===== config.mk =====
export PLATFORM = sky130hd
export DESIGN_NAME = usb_periph_irq_output
export DESIGN_NICKNAME = d
export VERILOG_FILES = /design/src/usb_irq_pkg.sv /design/src/usb_periph_irq_output.sv
export VERILOG_INCLUDE_DIRS = /design/src
export SDC_FILE = /design/constraint.sdc
export NUM_CORES = 1
export LEC_CHECK = 0
export BUFFER_PORTS_ARGS = -buffer_cell sky130_fd_sc_hd__buf_4
export CORE_MARGIN = 10
export CORE_UTILIZATION = 51
export CTS_CLUSTER_SIZE = 25
export DETAILED_ROUTE_END_ITERATION = 8
export PLACE_DENSITY = 0.86
export SYNTH_ARGS = -nofsm -noshare
export SYNTH_HDL_FRONTEND = slang
export SYNTH_SLANG_ARGS = --single-unit

===== constraint.sdc =====
create_clock -name clk -period 2.1 [get_ports clk]
set_clock_uncertainty 0.1 [all_clocks]
set_input_delay 0.105 -clock clk [delete_from_list [all_inputs] [get_ports clk]]
set_output_delay 0.105 -clock clk [all_outputs]
set_load 0.01 [all_outputs]

===== src/usb_irq_cfg.svh =====
/*
 * Offsets, field positions, reset values and timing for the interrupt output block.
 * Assumes it is included by bare name from the design file and the testbench.
 */
`ifndef USB_IRQ_CFG_SVH
`define USB_IRQ_CFG_SVH

// Register offsets on the 8-bit processor address bus.
`define OFS_MODE        8'h0C
`define OFS_IRQ_CFG     8'h10
`define OFS_IRQ_ENABLE  8'h14
`define OFS_IRQ_STATUS  8'h18
`define OFS_DMA_REASON  8'h50
`define OFS_DMA_ENABLE  8'h54

// Field positions in the mode and interrupt configuration registers.
`define MODE_GATE_BIT   3
`define CFG_POL_BIT     0
`define CFG_FORM_BIT    1
`define CFG_OUT_LSB     2
`define CFG_IN_LSB      4
`define CFG_CTRL_LSB    6

// Reset values: active-low polarity, level form, gate closed.
`define MODE_RESET      16'h0000
`define CFG_RESET       8'h00
`define WORD_ZERO       16'h0000

// Pulse length in ns and core clock period in ns.
`define PULSE_NS        60
`define CLK_PERIOD_NS   50
`define PULSE_CYCLES    ((`PULSE_NS + `CLK_PERIOD_NS - 1) / `CLK_PERIOD_NS)

`endif


===== src/usb_irq_pkg.sv =====
/*
 * Types shared by the interrupt output block.
 * Assumes the constants header sits in the same folder.
 */
`default_nettype none
package usb_irq_pkg;
    // Condition under which a pipe raises its status bit.
    typedef enum logic [1:0] {
        PIPE_ACK_ONLY  = 2'b00,
        PIPE_FIRST_NAK = 2'b01,
        PIPE_ALL_NAK   = 2'b10,
        PIPE_RESERVED  = 2'b11
    } pipe_mode_type;
endpackage
`default_nettype wire


===== src/usb_periph_irq_output.sv =====
/*
 * Interrupt output logic: status and reason registers, enables, global gate,
 * pipe event qualification, and the level or pulse interrupt pin.
 * Assumes a processor on a separate 8-bit address and 16-bit data bus with
 * active-low chip select, read and write strobes from outside the clock domain,
 * and event pulses from logic on the same clock.
 */
`timescale 1ns/1ps
`include "usb_irq_cfg.svh"
`default_nettype none

module usb_periph_irq_output
    import usb_irq_pkg::*;
#(
    parameter int DATA_W = 16
) (
    // Clock and reset.
    input  wire logic              clk,
    input  wire logic              arst_n,
    // Processor bus pins.
    input  wire logic              cs_n,
    input  wire logic              rd_n,
    input  wire logic              wr_n,
    input  wire logic [7:0]        addr,
    input  wire logic [DATA_W-1:0] data_in,
    output var  logic [DATA_W-1:0] data_out,
    output var  logic              data_oe,
    // Event pulses from the core.
    input  wire logic [DATA_W-1:0] usb_event,
    input  wire logic [DATA_W-1:0] dma_event,
    input  wire logic [2:0]        pipe_ack,
    input  wire logic [2:0]        pipe_nak,
    // Pins toward the host.
    output var  logic              irq_pin,
    output var  logic              suspend_ind
);
    // Pin synchronisers, two stages each.
    logic              cs_n_s1_reg, cs_n_s2_reg, rd_n_s1_reg, rd_n_s2_reg;
    logic              wr_n_s1_reg, wr_n_s2_reg, wr_n_last_reg;
    logic [7:0]        addr_s1_reg, addr_s2_reg;
    logic [DATA_W-1:0] wdata_s1_reg, wdata_s2_reg;
    // Registers.
    logic [15:0]       mode_reg;
    logic [7:0]        cfg_reg;
    logic [DATA_W-1:0] irq_en_reg, irq_status_reg, dma_reason_reg, dma_en_reg;
    logic [2:0]        nak_seen_reg;
    logic              pending_last_reg, level_active_reg;
    logic [3:0]        pulse_cnt_reg;

    // Strobe synchronisers; they reset to the idle high level so no false edge follows reset.
    always_ff @(posedge clk or negedge arst_n) begin
        if (!arst_n) begin
            cs_n_s1_reg <= 1'b1;
            cs_n_s2_reg <= 1'b1;
            rd_n_s1_reg <= 1'b1;
            rd_n_s2_reg <= 1'b1;
            wr_n_s1_reg <= 1'b1;
            wr_n_s2_reg <= 1'b1;
        end else begin
            cs_n_s1_reg <= cs_n;
            cs_n_s2_reg <= cs_n_s1_reg;
            rd_n_s1_reg <= rd_n;
            rd_n_s2_reg <= rd_n_s1_reg;
            wr_n_s1_reg <= wr_n;
            wr_n_s2_reg <= wr_n_s1_reg;
        end
    end

    // Address and data synchronisers; a word is only used once the synced strobe
    // shows it has stood still for several cycles, so a skewed bit is never taken.
    always_ff @(posedge clk or negedge arst_n) begin
        if (!arst_n) begin
            addr_s1_reg  <= 8'h00;
            addr_s2_reg  <= 8'h00;
            wdata_s1_reg <= '0;
            wdata_s2_reg <= '0;
        end else begin
            addr_s1_reg  <= addr;
            addr_s2_reg  <= addr_s1_reg;
            wdata_s1_reg <= data_in;
            wdata_s2_reg <= wdata_s1_reg;
        end
    end

    // Address decode; a write is taken when the synced write strobe rises.
    wire logic wr_take  = !wr_n_last_reg && wr_n_s2_reg && !cs_n_s2_reg;
    wire logic rd_act   = !rd_n_s2_reg && !cs_n_s2_reg;
    wire logic sel_mode = addr_s2_reg == `OFS_MODE;
    wire logic sel_cfg  = addr_s2_reg == `OFS_IRQ_CFG;
    wire logic sel_ien  = addr_s2_reg == `OFS_IRQ_ENABLE;
    wire logic sel_ist  = addr_s2_reg == `OFS_IRQ_STATUS;
    wire logic sel_drs  = addr_s2_reg == `OFS_DMA_REASON;
    wire logic sel_den  = addr_s2_reg == `OFS_DMA_ENABLE;

    // Read mux; unmapped offsets read zero.
    wire logic [DATA_W-1:0] rd_mux =
        sel_mode ? mode_reg :
        sel_cfg  ? {8'h00, cfg_reg} :
        sel_ien  ? irq_en_reg :
        sel_ist  ? irq_status_reg :
        sel_drs  ? dma_reason_reg :
        sel_den  ? dma_en_reg : `WORD_ZERO;

    // Pipe mode fields from the configuration register.
    wire pipe_mode_type mode_ctrl = pipe_mode_type'(cfg_reg[`CFG_CTRL_LSB +: 2]);
    wire pipe_mode_type mode_in   = pipe_mode_type'(cfg_reg[`CFG_IN_LSB +: 2]);
    wire pipe_mode_type mode_out  = pipe_mode_type'(cfg_reg[`CFG_OUT_LSB +: 2]);

    // Decides whether a pipe's ACK or NAK raises its status bit.
    function automatic logic pipe_raise(input pipe_mode_type m, input logic ack,
                                        input logic nak, input logic seen);
        case (m)
            PIPE_ACK_ONLY:  pipe_raise = ack;
            PIPE_FIRST_NAK: pipe_raise = ack || (nak && !seen);
            PIPE_ALL_NAK:   pipe_raise = ack || nak;
            default:        pipe_raise = ack;
        endcase
    endfunction

    wire logic [2:0] pipe_hit = {pipe_raise(mode_out, pipe_ack[2], pipe_nak[2], nak_seen_reg[2]),
                                 pipe_raise(mode_in, pipe_ack[1], pipe_nak[1], nak_seen_reg[1]),
                                 pipe_raise(mode_ctrl, pipe_ack[0], pipe_nak[0], nak_seen_reg[0])};
    // Low three status bits belong to the control, IN and OUT pipes.
    wire logic [DATA_W-1:0] usb_set = {usb_event[DATA_W-1:3], pipe_hit};
    // Write one to clear; a new event in the same cycle wins.
    wire logic [DATA_W-1:0] ist_clr = (wr_take && sel_ist) ? wdata_s2_reg : '0;
    wire logic [DATA_W-1:0] drs_clr = (wr_take && sel_drs) ? wdata_s2_reg : '0;
    wire logic [DATA_W-1:0] ist_next = (irq_status_reg & ~ist_clr) | usb_set;
    wire logic [DATA_W-1:0] drs_next = (dma_reason_reg & ~drs_clr) | dma_event;

    // Enabled pending events and the global gate.
    wire logic pending = |(irq_status_reg & irq_en_reg) | |(dma_reason_reg & dma_en_reg);
    wire logic gate    = mode_reg[`MODE_GATE_BIT];
    wire logic form_pulse = cfg_reg[`CFG_FORM_BIT];
    wire logic pol_high   = cfg_reg[`CFG_POL_BIT];
    // Level stays set once raised until nothing is pending, even if the gate closes.
    wire logic level_next = pending && (gate || level_active_reg);
    wire logic pulse_start = pending && !pending_last_reg && gate;
    wire logic [3:0] pulse_next = pulse_start ? 4'(`PULSE_CYCLES) :
                                  (pulse_cnt_reg != 4'h0) ? pulse_cnt_reg - 4'h1 : 4'h0;
    wire logic active_next = form_pulse ? (pulse_next != 4'h0) : level_next;
    // Selected polarity applies to both forms; inactive level otherwise.
    wire logic pin_next = active_next ? pol_high : !pol_high;

    // Bus-written registers; a write lands one edge after the synced strobe rises.
    always_ff @(posedge clk or negedge arst_n) begin
        if (!arst_n) begin
            wr_n_last_reg <= 1'b1;
            mode_reg      <= `MODE_RESET;
            cfg_reg       <= `CFG_RESET;
            irq_en_reg    <= '0;
            dma_en_reg    <= '0;
        end else begin
            wr_n_last_reg <= wr_n_s2_reg;
            if (wr_take && sel_mode) begin
                mode_reg <= wdata_s2_reg;
            end
            if (wr_take && sel_cfg) begin
                cfg_reg <= wdata_s2_reg[7:0];
            end
            if (wr_take && sel_ien) begin
                irq_en_reg <= wdata_s2_reg;
            end
            if (wr_take && sel_den) begin
                dma_en_reg <= wdata_s2_reg;
            end
        end
    end

    // Event logging; the NAK memory is re-armed by an ACK on the same pipe.
    always_ff @(posedge clk or negedge arst_n) begin
        if (!arst_n) begin
            irq_status_reg <= '0;
            dma_reason_reg <= '0;
            nak_seen_reg   <= 3'b000;
        end else begin
            irq_status_reg <= ist_next;
            dma_reason_reg <= drs_next;
            nak_seen_reg   <= (nak_seen_reg | pipe_nak) & ~pipe_ack;
        end
    end

    // Pin state; the pin resets high, which is the inactive level of the default
    // active-low polarity, so the host sees no request while the core starts.
    always_ff @(posedge clk or negedge arst_n) begin
        if (!arst_n) begin
            pending_last_reg <= 1'b0;
            level_active_reg <= 1'b0;
            pulse_cnt_reg    <= 4'h0;
            irq_pin          <= 1'b1;
            suspend_ind      <= 1'b0;
        end else begin
            pending_last_reg <= pending && gate;
            level_active_reg <= level_next;
            pulse_cnt_reg    <= pulse_next;
            irq_pin          <= pin_next;
            suspend_ind      <= 1'b0;
        end
    end

    // Read port; data follows the synced address so it has settled while the strobe is low.
    always_ff @(posedge clk or negedge arst_n) begin
        if (!arst_n) begin
            data_out <= '0;
            data_oe  <= 1'b0;
        end else begin
            data_out <= rd_mux;
            data_oe  <= rd_act;
        end
    end
endmodule
`default_nettype wire


==> summary.md <==
| Metric | Value |
|---|---|
| Initial DRT Pass Iterations | `5` |
| GRT Residual Overflow | `0` |
| Setup repair after global routing missed its margin | `true` |
| Initial antenna violation count | `0` |
| Final Hold Fails | `0` |
| Nets | `roughly 730` |
| Hold WC Path Type | `input pin to flop` |
| GPL Wtd Cong | `roughly 0.9` |
| Critical path, cell by cell | `nor4_4 > nand2_4 > nor3_4 > and3_4 > buf_6 > mux2_4` |
| Leak pwr | `4.15 nW` |
| # fillers | `872` |
| Synthesized area per cell | `13.5 um^2` |
| Worst r2r src | `addr_s2_reg[1]` |
| CTS Sinks | `170` |
| PwrDens | `~770 nW/um^2` |
| Num rows | `41` |
| CP peak stage delay | `between 0.3 and 0.4 ns` |
| Critical Path Start Type | `flop` |
| Share of cells above drive strength 1 | `0.359` |
| Worst R2R Setup Slack | `roughly 0.0028 ns` |
| Chip width | `approximately 130 um` |
| Tightest Pin Transition | `0.518 ns` |
| Largest family of logic cells by synthesized area | `compound AO/OA/AOI/OAI gates` |
| Syn nets | `555` |
| Initial core utilization | `0.520` |
| Xor/xnor cell area share of the yosys netlist | `0.00134` |
| DRT iter0 DRCs | `about 440` |
| Share of the core filled with cells | `0.709` |
| Critical path origin | `addr_s2_reg[1]` |
| Root Buffer | `clkbuf_16` |
| Clock Latency Late Sink | `0.43 ns` |
| Critical Path RT | `2.31 ns` |
| WP buf/inv | `1` |
| Mux contribution to synthesized area | `0.105` |
| Via count | `4,797` |
| Asr flop ratio synth | `1.00` |
| First-pass GRT wire length | `28,100 um` |
| Arrival @ worst endpoint | `2.31 ns` |
| Fin. max-slew vios | `0` |
| Max_slew headroom | `0.655` |
| Min cycle time layout | `2.10 ns` |
| Pin count of the biggest net entering global routing | `59` |
| Vias in the first global route | `5,265` |
| Fmax | `0.477 GHz` |
| Final WL | `17,800 um` |
| Synth Register Bits | `170` |
| Top delay family on crit path | `simple AND/OR/NAND/NOR gates` |
| Final number of setup-violating endpoints | `0` |
| DR vias/cell | `approximately 5.7` |
| Yosys top cell by area | `dfrtp_1` |
| Synthesized netlist cell count | `485` |
| Total GRT Usage | `0.204` |
| Cell area after synthesis | `6560 um^2` |
| N_diodes | `0` |
| Synth Flop Type | `dfrtp_1` |
| WL/cell | `roughly 21 um` |
| Status | `completed` |
| Worst path slowest cell | `dfrtp_1` |
| Num CTS Buffers | `17` |
| Worst R2R End | `cfg_reg[0]` |
| Synth Area in Compound Gates | `0.122` |
| Sequential share of the synthesized area | `0.650` |
| Die ar. | `17,800 um^2` |
| Max-Cap Viols | `0` |
| Synth Area in Simple Gates | `0.0942` |
| Reg clk slew, reported paths | `0.06 ns` |
| H-tree depth | `4` |
| Period Utilization, post-route | `0.999` |
| Yosys synthesis warning count | `0` |
| Clock tree buffer depth | `2` |
| Max Fanout on Critical Path | `6` |
| Post-synth EDFFs | `0` |
| Top post-synthesis cells by area | `dfrtp_1, mux2_2, a21o_1` |
| Hold EP | `irq_status_reg[0]` |
| HP Start | `pipe_nak[0]` |
| DRC violations left | `0` |
| Setup CP Type | `flop to flop` |
| Hold path cells | `3` |
| Setup crit end kind | `flop` |
| Core ar. | `12,600 um^2` |
| Port Buffer Count | `81` |
| Share of the synthesized area in the top cell type | `0.618` |
| CTS tree | `built` |
| Library cells used by synthesis | `between 40 and 50` |
| Post-Synth Adder-Cell Area | `0.00572` |
| Power, Total | `6.84 mW` |
| Die H | `roughly 130 um` |
| Final ANT Viol Nets | `0` |
| DP HPWL | `around 12,000 um` |
| Number of top-level pins | `86` |
| Area growth from synthesis to final layout | `36.3%` |
| Peak VDD IR | `0.000700 V` |
| Worst R2R Path Depth | `6` |
## through the flow
stage	setup WS, ns	cells	TNS, ns	instance area [um^2]	hold slack, ns
finish	0.00277	849	0	8940	0.0627
global route	-0.0838	849	-1.00	8940	0.0908
CTS	0.0114	846	0	8770	0.0566
detailed placement	-0.00172	749	-0.00324	7530	0.0000902
global placement	0.0104	749	0	7530	-0.00429
floorplan	0.0805	485	0	6560	-0.291
## how the worst max path moves through the flow
stage	cells past startpoint	endpoint
2_1_floorplan	8	irq_en_reg[10]
3_3_place_gp	7	dma_reason_reg[0]
3_5_place_dp	7	dma_reason_reg[13]
4_1_cts	7	dma_reason_reg[11]
5_1_grt	7	dma_reason_reg[11]
6_report	6	cfg_reg[0]
## layer usage
metal,part of all wire,GRT usage,up-vias,wire (um)
li1,-,-,2098,-
met1,0.39,0.237,2444,6940
met2,0.51,0.340,217,8990
met3,0.082,0.0714,38,1460
met4,0.021,0.0744,0,371
met5,0,0,-,0
## worst register-to-register path, stage by stage (launching register included)
cell and delay (ns):
dfrtp_1 0.39, nor4_4 0.39, nand2_4 0.20, nor3_4 0.24, and3_4 0.23, buf_6 0.14, mux2_4 0.31
## power by group
part           internal (mW)  leakage, nW  switching [mW]  total [mW]
sequential              3.36         2.06          0.0724        3.43
clock                   1.65        0.285            1.35        3.00
combinational          0.242         1.80           0.175       0.417
## cell usage after synthesis (2+ instances only)
cell	count
a222oi_1	11
a221oi_1	4
nor3b_2	2
a21o_1	36
and2_1	2
nor2b_1	6
nor3_1	3
a21oi_1	3
buf_6	3
dfstp_2	8
buf_2	10
nand2_4	2
nor2_4	2
inv_1	5
ha_1	3
and4_1	2
a31oi_1	3
a22oi_1	14
clkbuf_1	2
nor2_1	19
mux2_2	48
a211o_1	3
nand2_2	2
dfrtp_1	162
nand2b_1	6
and3_1	3
mux2_4	10
nand3_1	4
nand2_1	55
nor3b_1	3
buf_4	3
nand4_1	3
a22o_1	8
o21ai_0	25
## kinds of logic after synthesis
family,Yosys count
adders and majority gates,3
other,1
buffers and inverters,24
xor gates and xnor gates,1
muxes,58
AOI/OAI and AO/OA,110
DFF,170
and+or+nand+nor,118
## area by class of cell
cell class / instances / area (um^2) / share of cell area
repair buffers: 179 / 1580 / 0.177
clock buffers: 20 / 467 / 0.0522
flip-flops and latches: 170 / 4260 / 0.477
clock inverters: 12 / 104 / 0.0116
inverters: 5 / 18.8 / 0.00210
multi-input cells: 291 / 2290 / 0.256
well taps: 172 / 215 / 0.0241
## timing repair
item	CTS	global route
pin swaps	1	20
resized for setup	4	40
buffers inserted	0	2
setup endpoints to repair	23	50
hold buffers	65	0
gates cloned	0	1
endpoints found under the hold margin	202	0
## placed cells by master, fill, tap and decap left out, types with 4 or more instances in the layout
| master | Yosys | final |
|---|---|---|
| dfstp_2 | 8 | 8 |
| nand2_2 | 2 | 8 |
| nand3_1 | 4 | 4 |
| dfrtp_1 | 162 | 162 |
| a22o_1 | 8 | 8 |
| buf_6 | 3 | 6 |
| nand2_4 | 2 | 6 |
| nand2_1 | 55 | 44 |
| inv_1 | 5 | 5 |
| mux2_4 | 10 | 15 |
| buf_4 | 3 | 104 |
| nand2b_1 | 6 | 6 |
| mux2_2 | 48 | 43 |
| nor2b_1 | 6 | 6 |
| a22oi_1 | 14 | 14 |
| inv_6 | 0 | 7 |
| a21o_1 | 36 | 36 |
| nor2_1 | 19 | 18 |
| o21ai_0 | 25 | 20 |
| dlygate4sd3_1 | 0 | 65 |
| a221oi_1 | 4 | 4 |
| clkbuf_16 | 0 | 18 |
| a222oi_1 | 11 | 11 |
No activity file was read; power rests on OpenSTA's default activity.
